## src/include/hss_defs.svh

```systemverilog
// Constants for the hot swap sequencer: filter timing and output encodings.
// Assumes a single 250 MHz clock; included by bare name.
`ifndef HSS_DEFS_SVH
`define HSS_DEFS_SVH

`define HSS_CLK_PERIOD_NS 4
`define HSS_ON_GLITCH_NS 3000
`define HSS_ON_GLITCH_CYC ((`HSS_ON_GLITCH_NS + `HSS_CLK_PERIOD_NS - 1) / `HSS_CLK_PERIOD_NS)

// Timing node source select, one-hot
`define HSS_TMR_NONE 4'h0
`define HSS_TMR_INIT_UP 4'h1
`define HSS_TMR_FAULT_UP 4'h2
`define HSS_TMR_COOL_DN 4'h4
`define HSS_TMR_RESET_DN 4'h8

// Gate drive mode
`define HSS_GATE_PULLDN 2'h0
`define HSS_GATE_CHARGE 2'h1
`define HSS_GATE_REGULATE 2'h2
`define HSS_GATE_FULL 2'h3

`endif

```

## src/include/hss_pkg.sv

```systemverilog
// Types shared by the hot swap sequencer files.
// Assumes hss_defs.svh is on the include path.
package hss_pkg;
  typedef enum logic [2:0] {
    HSS_ST_RESET,
    HSS_ST_INIT_UP,
    HSS_ST_INIT_DN,
    HSS_ST_WAIT_EN,
    HSS_ST_RAMP,
    HSS_ST_ON,
    HSS_ST_FAULT,
    HSS_ST_COOL
  } hss_state_t;
endpackage

```

## src/core/hss_sequencer.sv

```systemverilog
// Hot swap control sequencer: steers gate drive and timing node sources.
// Assumes analog comparators feed the inputs and analog blocks act on the selects.
`timescale 1ns/10ps
`include "hss_defs.svh"
module hss_sequencer
  import hss_pkg::*;
#(
  parameter bit AUTO_RETRY = 1'b0,
  parameter int ON_FILTER_CYC = `HSS_ON_GLITCH_CYC
) (
  input wire logic clk_i,
  input wire logic rst_i,
  input wire logic supply_lockout_i,
  input wire logic enable_cmp_i,
  input wire logic timer_high_threshold_i,
  input wire logic timer_low_threshold_i,
  input wire logic oc_timing_i,
  input wire logic current_limit_i,
  input wire logic oc_fast_i,
  output logic gate_pullup_o,
  output logic gate_regulate_o,
  output logic gate_pulldown_o,
  output logic gate_strong_pulldown_o,
  output logic [3:0] timing_capacitor_src_o,
  output logic fault_o,
  output hss_state_t state_o
);
  localparam int NSYNC = 7;

  initial begin
    if (ON_FILTER_CYC < 1) begin
      $error("hss_sequencer: ON_FILTER_CYC must be at least 1");
    end
  end

  // Comparator inputs are analog and asynchronous to clk_i
  // two-flop synchronisers
  logic [NSYNC-1:0] sync1_reg;
  logic [NSYNC-1:0] sync2_reg;
  always_ff @(posedge clk_i or posedge rst_i) begin
    if (rst_i) begin
      sync1_reg <= '0;
      sync2_reg <= '0;
    end else begin
      sync1_reg <= {supply_lockout_i, enable_cmp_i, timer_high_threshold_i,
                    timer_low_threshold_i, oc_timing_i, current_limit_i, oc_fast_i};
      sync2_reg <= sync1_reg;
    end
  end

  logic lockout_s;
  logic en_s;
  logic thi_s;
  logic tlo_s;
  logic oct_s;
  logic lim_s;
  logic ocf_s;
  assign {lockout_s, en_s, thi_s, tlo_s, oct_s, lim_s, ocf_s} = sync2_reg;

  logic en_q;
  hss_glitch_filter #(
    .CYCLES(ON_FILTER_CYC)
  ) u_on_filter (
    .clk_i(clk_i),
    .rst_i(rst_i),
    .din_i(en_s),
    .dout_o(en_q)
  );

  logic en_q_d_reg;
  always_ff @(posedge clk_i or posedge rst_i) begin
    if (rst_i) begin
      en_q_d_reg <= 1'b0;
    end else begin
      en_q_d_reg <= en_q;
    end
  end
  logic en_rise;
  assign en_rise = en_q && !en_q_d_reg;

  hss_state_t state_reg;
  hss_state_t state_next;

  // Sequencer transitions
  always_comb begin
    state_next = state_reg;
    unique case (state_reg)
      HSS_ST_RESET: begin
        if (!lockout_s) begin
          state_next = HSS_ST_INIT_UP;
        end
      end
      HSS_ST_INIT_UP: begin
        if (thi_s) begin
          state_next = HSS_ST_INIT_DN;
        end
      end
      HSS_ST_INIT_DN: begin
        if (tlo_s) begin
          state_next = HSS_ST_WAIT_EN;
        end
      end
      HSS_ST_WAIT_EN: begin
        if (en_q) begin
          state_next = HSS_ST_RAMP;
        end
      end
      HSS_ST_RAMP: begin
        if (thi_s && oct_s) begin
          state_next = AUTO_RETRY ? HSS_ST_COOL : HSS_ST_FAULT;
        end else if (!oct_s && !lim_s && gate_pullup_o) begin
          state_next = HSS_ST_ON;
        end
      end
      HSS_ST_ON: begin
        if (oct_s) begin
          state_next = HSS_ST_RAMP;
        end
      end
      HSS_ST_FAULT: begin
        if (en_rise) begin
          state_next = HSS_ST_RAMP;
        end
      end
      HSS_ST_COOL: begin
        if (tlo_s) begin
          state_next = HSS_ST_RAMP;
        end
      end
    endcase
    if (!en_q && (state_reg == HSS_ST_RAMP || state_reg == HSS_ST_ON ||
                  state_reg == HSS_ST_FAULT || state_reg == HSS_ST_COOL)) begin
      state_next = HSS_ST_WAIT_EN;
    end
    if (en_rise && (state_reg == HSS_ST_WAIT_EN || state_reg == HSS_ST_FAULT)) begin
      state_next = HSS_ST_RAMP;
    end
    if (lockout_s) begin
      state_next = HSS_ST_RESET;
    end
  end

  always_ff @(posedge clk_i or posedge rst_i) begin
    if (rst_i) begin
      state_reg <= HSS_ST_RESET;
    end else begin
      state_reg <= state_next;
    end
  end

  // Gate drive mode for the next state
  logic [1:0] gate_next;
  always_comb begin
    gate_next = `HSS_GATE_PULLDN;
    unique case (state_next)
      HSS_ST_RAMP: begin
        gate_next = lim_s ? `HSS_GATE_REGULATE : `HSS_GATE_CHARGE;
      end
      HSS_ST_ON: begin
        gate_next = `HSS_GATE_FULL;
      end
      default: begin
        gate_next = `HSS_GATE_PULLDN;
      end
    endcase
    if (ocf_s) begin
      gate_next = `HSS_GATE_PULLDN;
    end
  end

  always_ff @(posedge clk_i or posedge rst_i) begin
    if (rst_i) begin
      gate_pullup_o <= 1'b0;
      gate_regulate_o <= 1'b0;
      gate_pulldown_o <= 1'b1;
    end else begin
      gate_pullup_o <= (gate_next == `HSS_GATE_CHARGE) || (gate_next == `HSS_GATE_FULL);
      gate_regulate_o <= (gate_next == `HSS_GATE_REGULATE);
      gate_pulldown_o <= (gate_next == `HSS_GATE_PULLDN);
    end
  end

  always_ff @(posedge clk_i or posedge rst_i) begin
    if (rst_i) begin
      gate_strong_pulldown_o <= 1'b1;
    end else begin
      gate_strong_pulldown_o <= (state_next == HSS_ST_RESET);
    end
  end

  // Timing node source select
  // four node sources
  logic [3:0] tmr_next;
  always_comb begin
    tmr_next = `HSS_TMR_RESET_DN;
    unique case (state_next)
      HSS_ST_RESET: tmr_next = `HSS_TMR_RESET_DN;
      HSS_ST_INIT_UP: tmr_next = `HSS_TMR_INIT_UP;
      HSS_ST_INIT_DN: tmr_next = `HSS_TMR_RESET_DN;
      HSS_ST_WAIT_EN: tmr_next = `HSS_TMR_RESET_DN;
      HSS_ST_RAMP: tmr_next = oct_s ? `HSS_TMR_FAULT_UP : `HSS_TMR_RESET_DN;
      HSS_ST_ON: tmr_next = `HSS_TMR_RESET_DN;
      // Latched fault keeps node parked low until enable cycles
      HSS_ST_FAULT: tmr_next = `HSS_TMR_RESET_DN;
      HSS_ST_COOL: tmr_next = `HSS_TMR_COOL_DN;
    endcase
  end

  always_ff @(posedge clk_i or posedge rst_i) begin
    if (rst_i) begin
      timing_capacitor_src_o <= `HSS_TMR_RESET_DN;
    end else begin
      timing_capacitor_src_o <= tmr_next;
    end
  end

  always_ff @(posedge clk_i or posedge rst_i) begin
    if (rst_i) begin
      fault_o <= 1'b0;
    end else if (state_reg == HSS_ST_RAMP &&
                 (state_next == HSS_ST_FAULT || state_next == HSS_ST_COOL)) begin
      fault_o <= 1'b1;
    end else if (state_next == HSS_ST_RAMP || state_next == HSS_ST_RESET ||
                 state_next == HSS_ST_WAIT_EN) begin
      fault_o <= 1'b0;
    end
  end

  always_ff @(posedge clk_i or posedge rst_i) begin
    if (rst_i) begin
      state_o <= HSS_ST_RESET;
    end else begin
      state_o <= state_next;
    end
  end
endmodule

```

## src/core/hss_glitch_filter.sv

```systemverilog
// Digital glitch filter: output follows input only after it stays stable.
// Assumes the input is already synchronised to clk_i.
`timescale 1ns/10ps
module hss_glitch_filter #(
  parameter int CYCLES = 750
) (
  input wire logic clk_i,
  input wire logic rst_i,
  input wire logic din_i,
  output logic dout_o
);
  localparam int CW = $clog2(CYCLES + 1);
  logic [CW-1:0] cnt_reg;
  logic dout_reg;

  initial begin
    if (CYCLES < 1) begin
      $error("hss_glitch_filter: CYCLES must be at least 1");
    end
  end

  always_ff @(posedge clk_i or posedge rst_i) begin
    if (rst_i) begin
      cnt_reg <= '0;
    end else if (din_i == dout_reg) begin
      cnt_reg <= '0;
    end else begin
      cnt_reg <= cnt_reg + CW'(1);
    end
  end

  // Change taken only after a full stable interval
  always_ff @(posedge clk_i or posedge rst_i) begin
    if (rst_i) begin
      dout_reg <= 1'b0;
    end else if (din_i != dout_reg && cnt_reg == CW'(CYCLES - 1)) begin
      dout_reg <= din_i;
    end
  end

  assign dout_o = dout_reg;
endmodule

```

## config.mk

```make
export PLATFORM = sky130hd
export DESIGN_NAME = hss_sequencer
export DESIGN_NICKNAME = d
export VERILOG_FILES = /design/src/include/hss_pkg.sv /design/src/core/hss_sequencer.sv /design/src/core/hss_glitch_filter.sv
export VERILOG_INCLUDE_DIRS = /design/src /design/src/include
export SDC_FILE = /design/constraint.sdc
export NUM_CORES = 1
export LEC_CHECK = 0
export BUFFER_PORTS_ARGS = -buffer_cell sky130_fd_sc_hd__buf_2
export CAP_MARGIN = 20
export CORE_MARGIN = 2
export CORE_UTILIZATION = 50
export DETAILED_ROUTE_END_ITERATION = 7
export GPL_TIMING_DRIVEN = 0
export PLACE_DENSITY = 0.82
export SYNTH_ARGS = -nofsm -noshare
export SYNTH_HDL_FRONTEND = slang
export SYNTH_SLANG_ARGS = --single-unit
export TNS_END_PERCENT = 20
```

## constraint.sdc

```tcl
create_clock -name clk_i -period 1.85 [get_ports clk_i]
set_clock_uncertainty 0.15 [all_clocks]
set_input_delay 0.37 -clock clk_i [delete_from_list [all_inputs] [get_ports clk_i]]
set_output_delay 0.37 -clock clk_i [all_outputs]
set_load 0.02 [all_outputs]
```

==> metrics.csv <==
stage,metric,value,unit
status,status,completed,
synthesis,Mapped Area,0.00154,mm²
setup_path,Worst setup SP type,flop,
clock_tree,clock-pin slew on the worst setup and hold paths,0.12,ns
floorplanning,Core Footprint,0.00298,mm²
global_route,initial antenna violation count,0,
layout,layout cells sized above 1,30.5,%
clock_tree,maximum root-to-sink buffer count,2,
placed_design,RePlAce Congestion,0.823,
synthesis,Synth cell types,42,
floorplanning,Rows,20,
flow_run,max-cap violation count,0,
pwr,Max VDD drop,0.568,mV
layout,diode count,0,
placed_design,pre-CTS setup slack,0.0425,ns
global_route,gr usage total,18.3,%
setup_path,critical path type,flop to flop,
routing,DR vias,1081,
pwr,P_leak,0.000860,µW
layout,most frequent cells in the layout,"dfrtp_1, buf_2, nor2_1",
clock_tree,H-tree lvl count,2,
floorplanning,Initial Util,51.7,%
synthesis,"FF+latch count, synth",38,
clock_tree,setup bufs post-CTS,0,
timing,Final Cycle Share,98.9,%
floorplanning,Die Area,0.00354,mm²
placed_design,port buffer count,20,
synthesis,syn_nets,138,
global_route,total gr overflow,0,
clock_tree,CTS tree,built,
global_route,largest net degree at the start of global routing,25,
synthesis,synth warn,0,
clock_tree,Worst-Skew Late Latency,0.34,ns
synthesis,register area share after synthesis,62.0,%
timing,Final Max Slew Viols,0,
timing,fin crit period,1.83,ns
clock_tree,Num CTS Buffers,5,
synthesis,Post-Synthesis Cells,127,
global_route,global-route wire length before repair,4750,µm
routing,# DRC,0,
layout,area grow syn2layout,21.9,%
setup_path,Critical Path End Type,flop,
synthesis,Syn Area/Cell,12.1,µm²
hold_path,worst hold path type,flop to flop,
routing,DR iter-0 viols,32,
floorplanning,I/O pin cnt,21,
timing,hold violation total from the final report,0,
timing,Slew @ Worst Pin,0.752,ns
clock_tree,CTS sink count,38,
global_route,vias in the first global route,1105,
setup_path,Worst EP required,1.99,ns
layout,Fillers,242,
floorplanning,die width,59.5,µm
layout,Nets,174,
pwr,Total Power,1510,µW
routing,Final ANT Viol Nets,0,
timing,setup tns final,0,ns
layout,"commonest non-fill, non-tap cell in the layout",dfrtp_1,
timing,RSZ-0062 raised after global routing,yes,
routing,first-pass iteration count of the detailed router,4,
routing,Avg WL per Cell,13.9,µm
routing,Post-Route WL,2730,µm
layout,max reg flops,10,
floorplanning,Die Ht,59.5,µm
routing,vias per std cell,5.49,
timing,Final setup viols,0,
timing,final setup margin,0.0211,ns
timing,relative slew slack,49.5,%
timing,fmax,547,MHz
pwr,Pwr Density,806,mW/mm²
setup_path,worst path arrival time,1.96,ns
clock_tree,root buffer cell,clkbuf_4,
placed_design,Post-DP HPWL,1950,µm
setup_path,CP Max Fanout,10,
## routing by layer
layer  routed length (µm)  global-route usage, %  vias up
met4                   25                   7.14        0
li1                     -                      -      513
met3                  123                   6.77        5
met5                    0                      0        -
met1                 1100                   19.9      535
met2                 1480                   31.9       28
## what timing repair did
| item | CTS | global route |
|---|---|---|
| gates resized for setup | 0 | 4 |
| endpoints found under the setup margin | 0 | 4 |
| hold buffers | 8 | 0 |
| endpoints found under the hold margin | 19 | 0 |
## stage by stage
| stage | std cells | utilization (%) | hold slack (ns) | instance area (µm²) |
|---|---|---|---|---|
| final | 197 | 63.0 | 0.205 | 1880 |
| after global routing | 197 | 63.0 | 0.215 | 1880 |
| after CTS | 197 | 62.1 | 0.203 | 1850 |
| after detailed placement | 181 | 57.4 | 0.185 | 1710 |
| after global placement | 180 | 56.4 | 0.182 | 1680 |
| after floorplan | 127 | - | 0.181 | 1540 |
## cells by family (layout without fill, tap and decap cells)
kind of cell	after synthesis	in the layout	share of synthesized area, %
fa+ha+maj	2	2	1.63
mux	1	1	0.732
compound gates	19	19	9.19
simple gates	49	49	18.5
xor+xnor	8	8	4.55
buf+inv	10	47	3.41
flops	38	38	62.0
## worst max-delay path: stages (launching register included)
cell      delay (ns)
dfrtp_1         0.41
buf_6           0.14
or2b_1          0.19
o221ai_2        0.13
and3_4          0.19
or4_4           0.48
nand3_2         0.08
## synthesized netlist by cell type
cell	number	share of area, %
o21bai_1	1	0.49
or3_1	2	0.81
buf_6	2	1.5
clkbuf_1	1	0.24
or4_1	1	0.49
inv_1	6	1.5
or2b_1	1	0.49
nand4_1	3	1.2
and3_1	1	0.41
and3_4	1	0.73
nor2_1	11	2.7
xnor2_1	3	1.7
or2_2	1	0.41
o211ai_1	1	0.49
a31oi_1	2	0.81
a31o_2	1	0.57
nand4b_1	2	1.1
and3_2	1	0.49
o31ai_2	1	0.81
and2b_2	1	0.57
o21ai_2	1	0.57
and3b_2	1	0.65
inv_2	1	0.24
nand2b_1	3	1.2
nand2_1	5	1.2
nand3_1	6	2.0
or2_1	1	0.41
nor2b_1	3	1.2
nor3_2	1	0.65
o221ai_2	1	0.98
o21ai_0	5	1.6
ha_1	2	1.6
a21oi_1	4	1.3
mux2_2	1	0.73
nor4_1	1	0.41
nor3_1	2	0.65
and4_2	1	0.65
a2111oi_2	1	0.98
xor2_1	5	2.8
a31o_1	1	0.57
dfrtp_1	35	57
dfstp_2	3	5.1
## worst paths after layout
check	startpoint	slack (ns)	endpoint	depth (start not counted)
min reg2reg	sync1_reg[0]	0.21	sync2_reg[0]	0
max in group asynchronous	rst_i	0.42	gate_pulldown_o	4
max	state_o[2]	0.02	fault_o	6
max reg2reg	state_o[2]	0.02	fault_o	6
min	sync1_reg[0]	0.21	sync2_reg[0]	0
min in group asynchronous	rst_i	0.51	fault_o	3
## final cells by class
type                            count  area [µm²]  area share, %
Tap cell                           33        41.3           2.20
Buffer                              3        26.3           1.40
Inverter                            7        26.3           1.40
Timing Repair Buffer               29         208           11.1
Clock buffer                        7        55.1           2.94
Clock inverter                      1        5.00          0.267
Sequential cell                    38         955           50.9
Multi-Input combinational cell     79         559           29.8
## report_power, final
| group | total [µW] | internal [µW] | switching [µW] |
|---|---|---|---|
| sequential | 893 | 867 | 26.5 |
| combinational | 180 | 78.2 | 102 |
| clock | 439 | 184 | 255 |
| total | 1510 | 1130 | 383 |
Note: power is estimated with default switching activity, not from simulation.
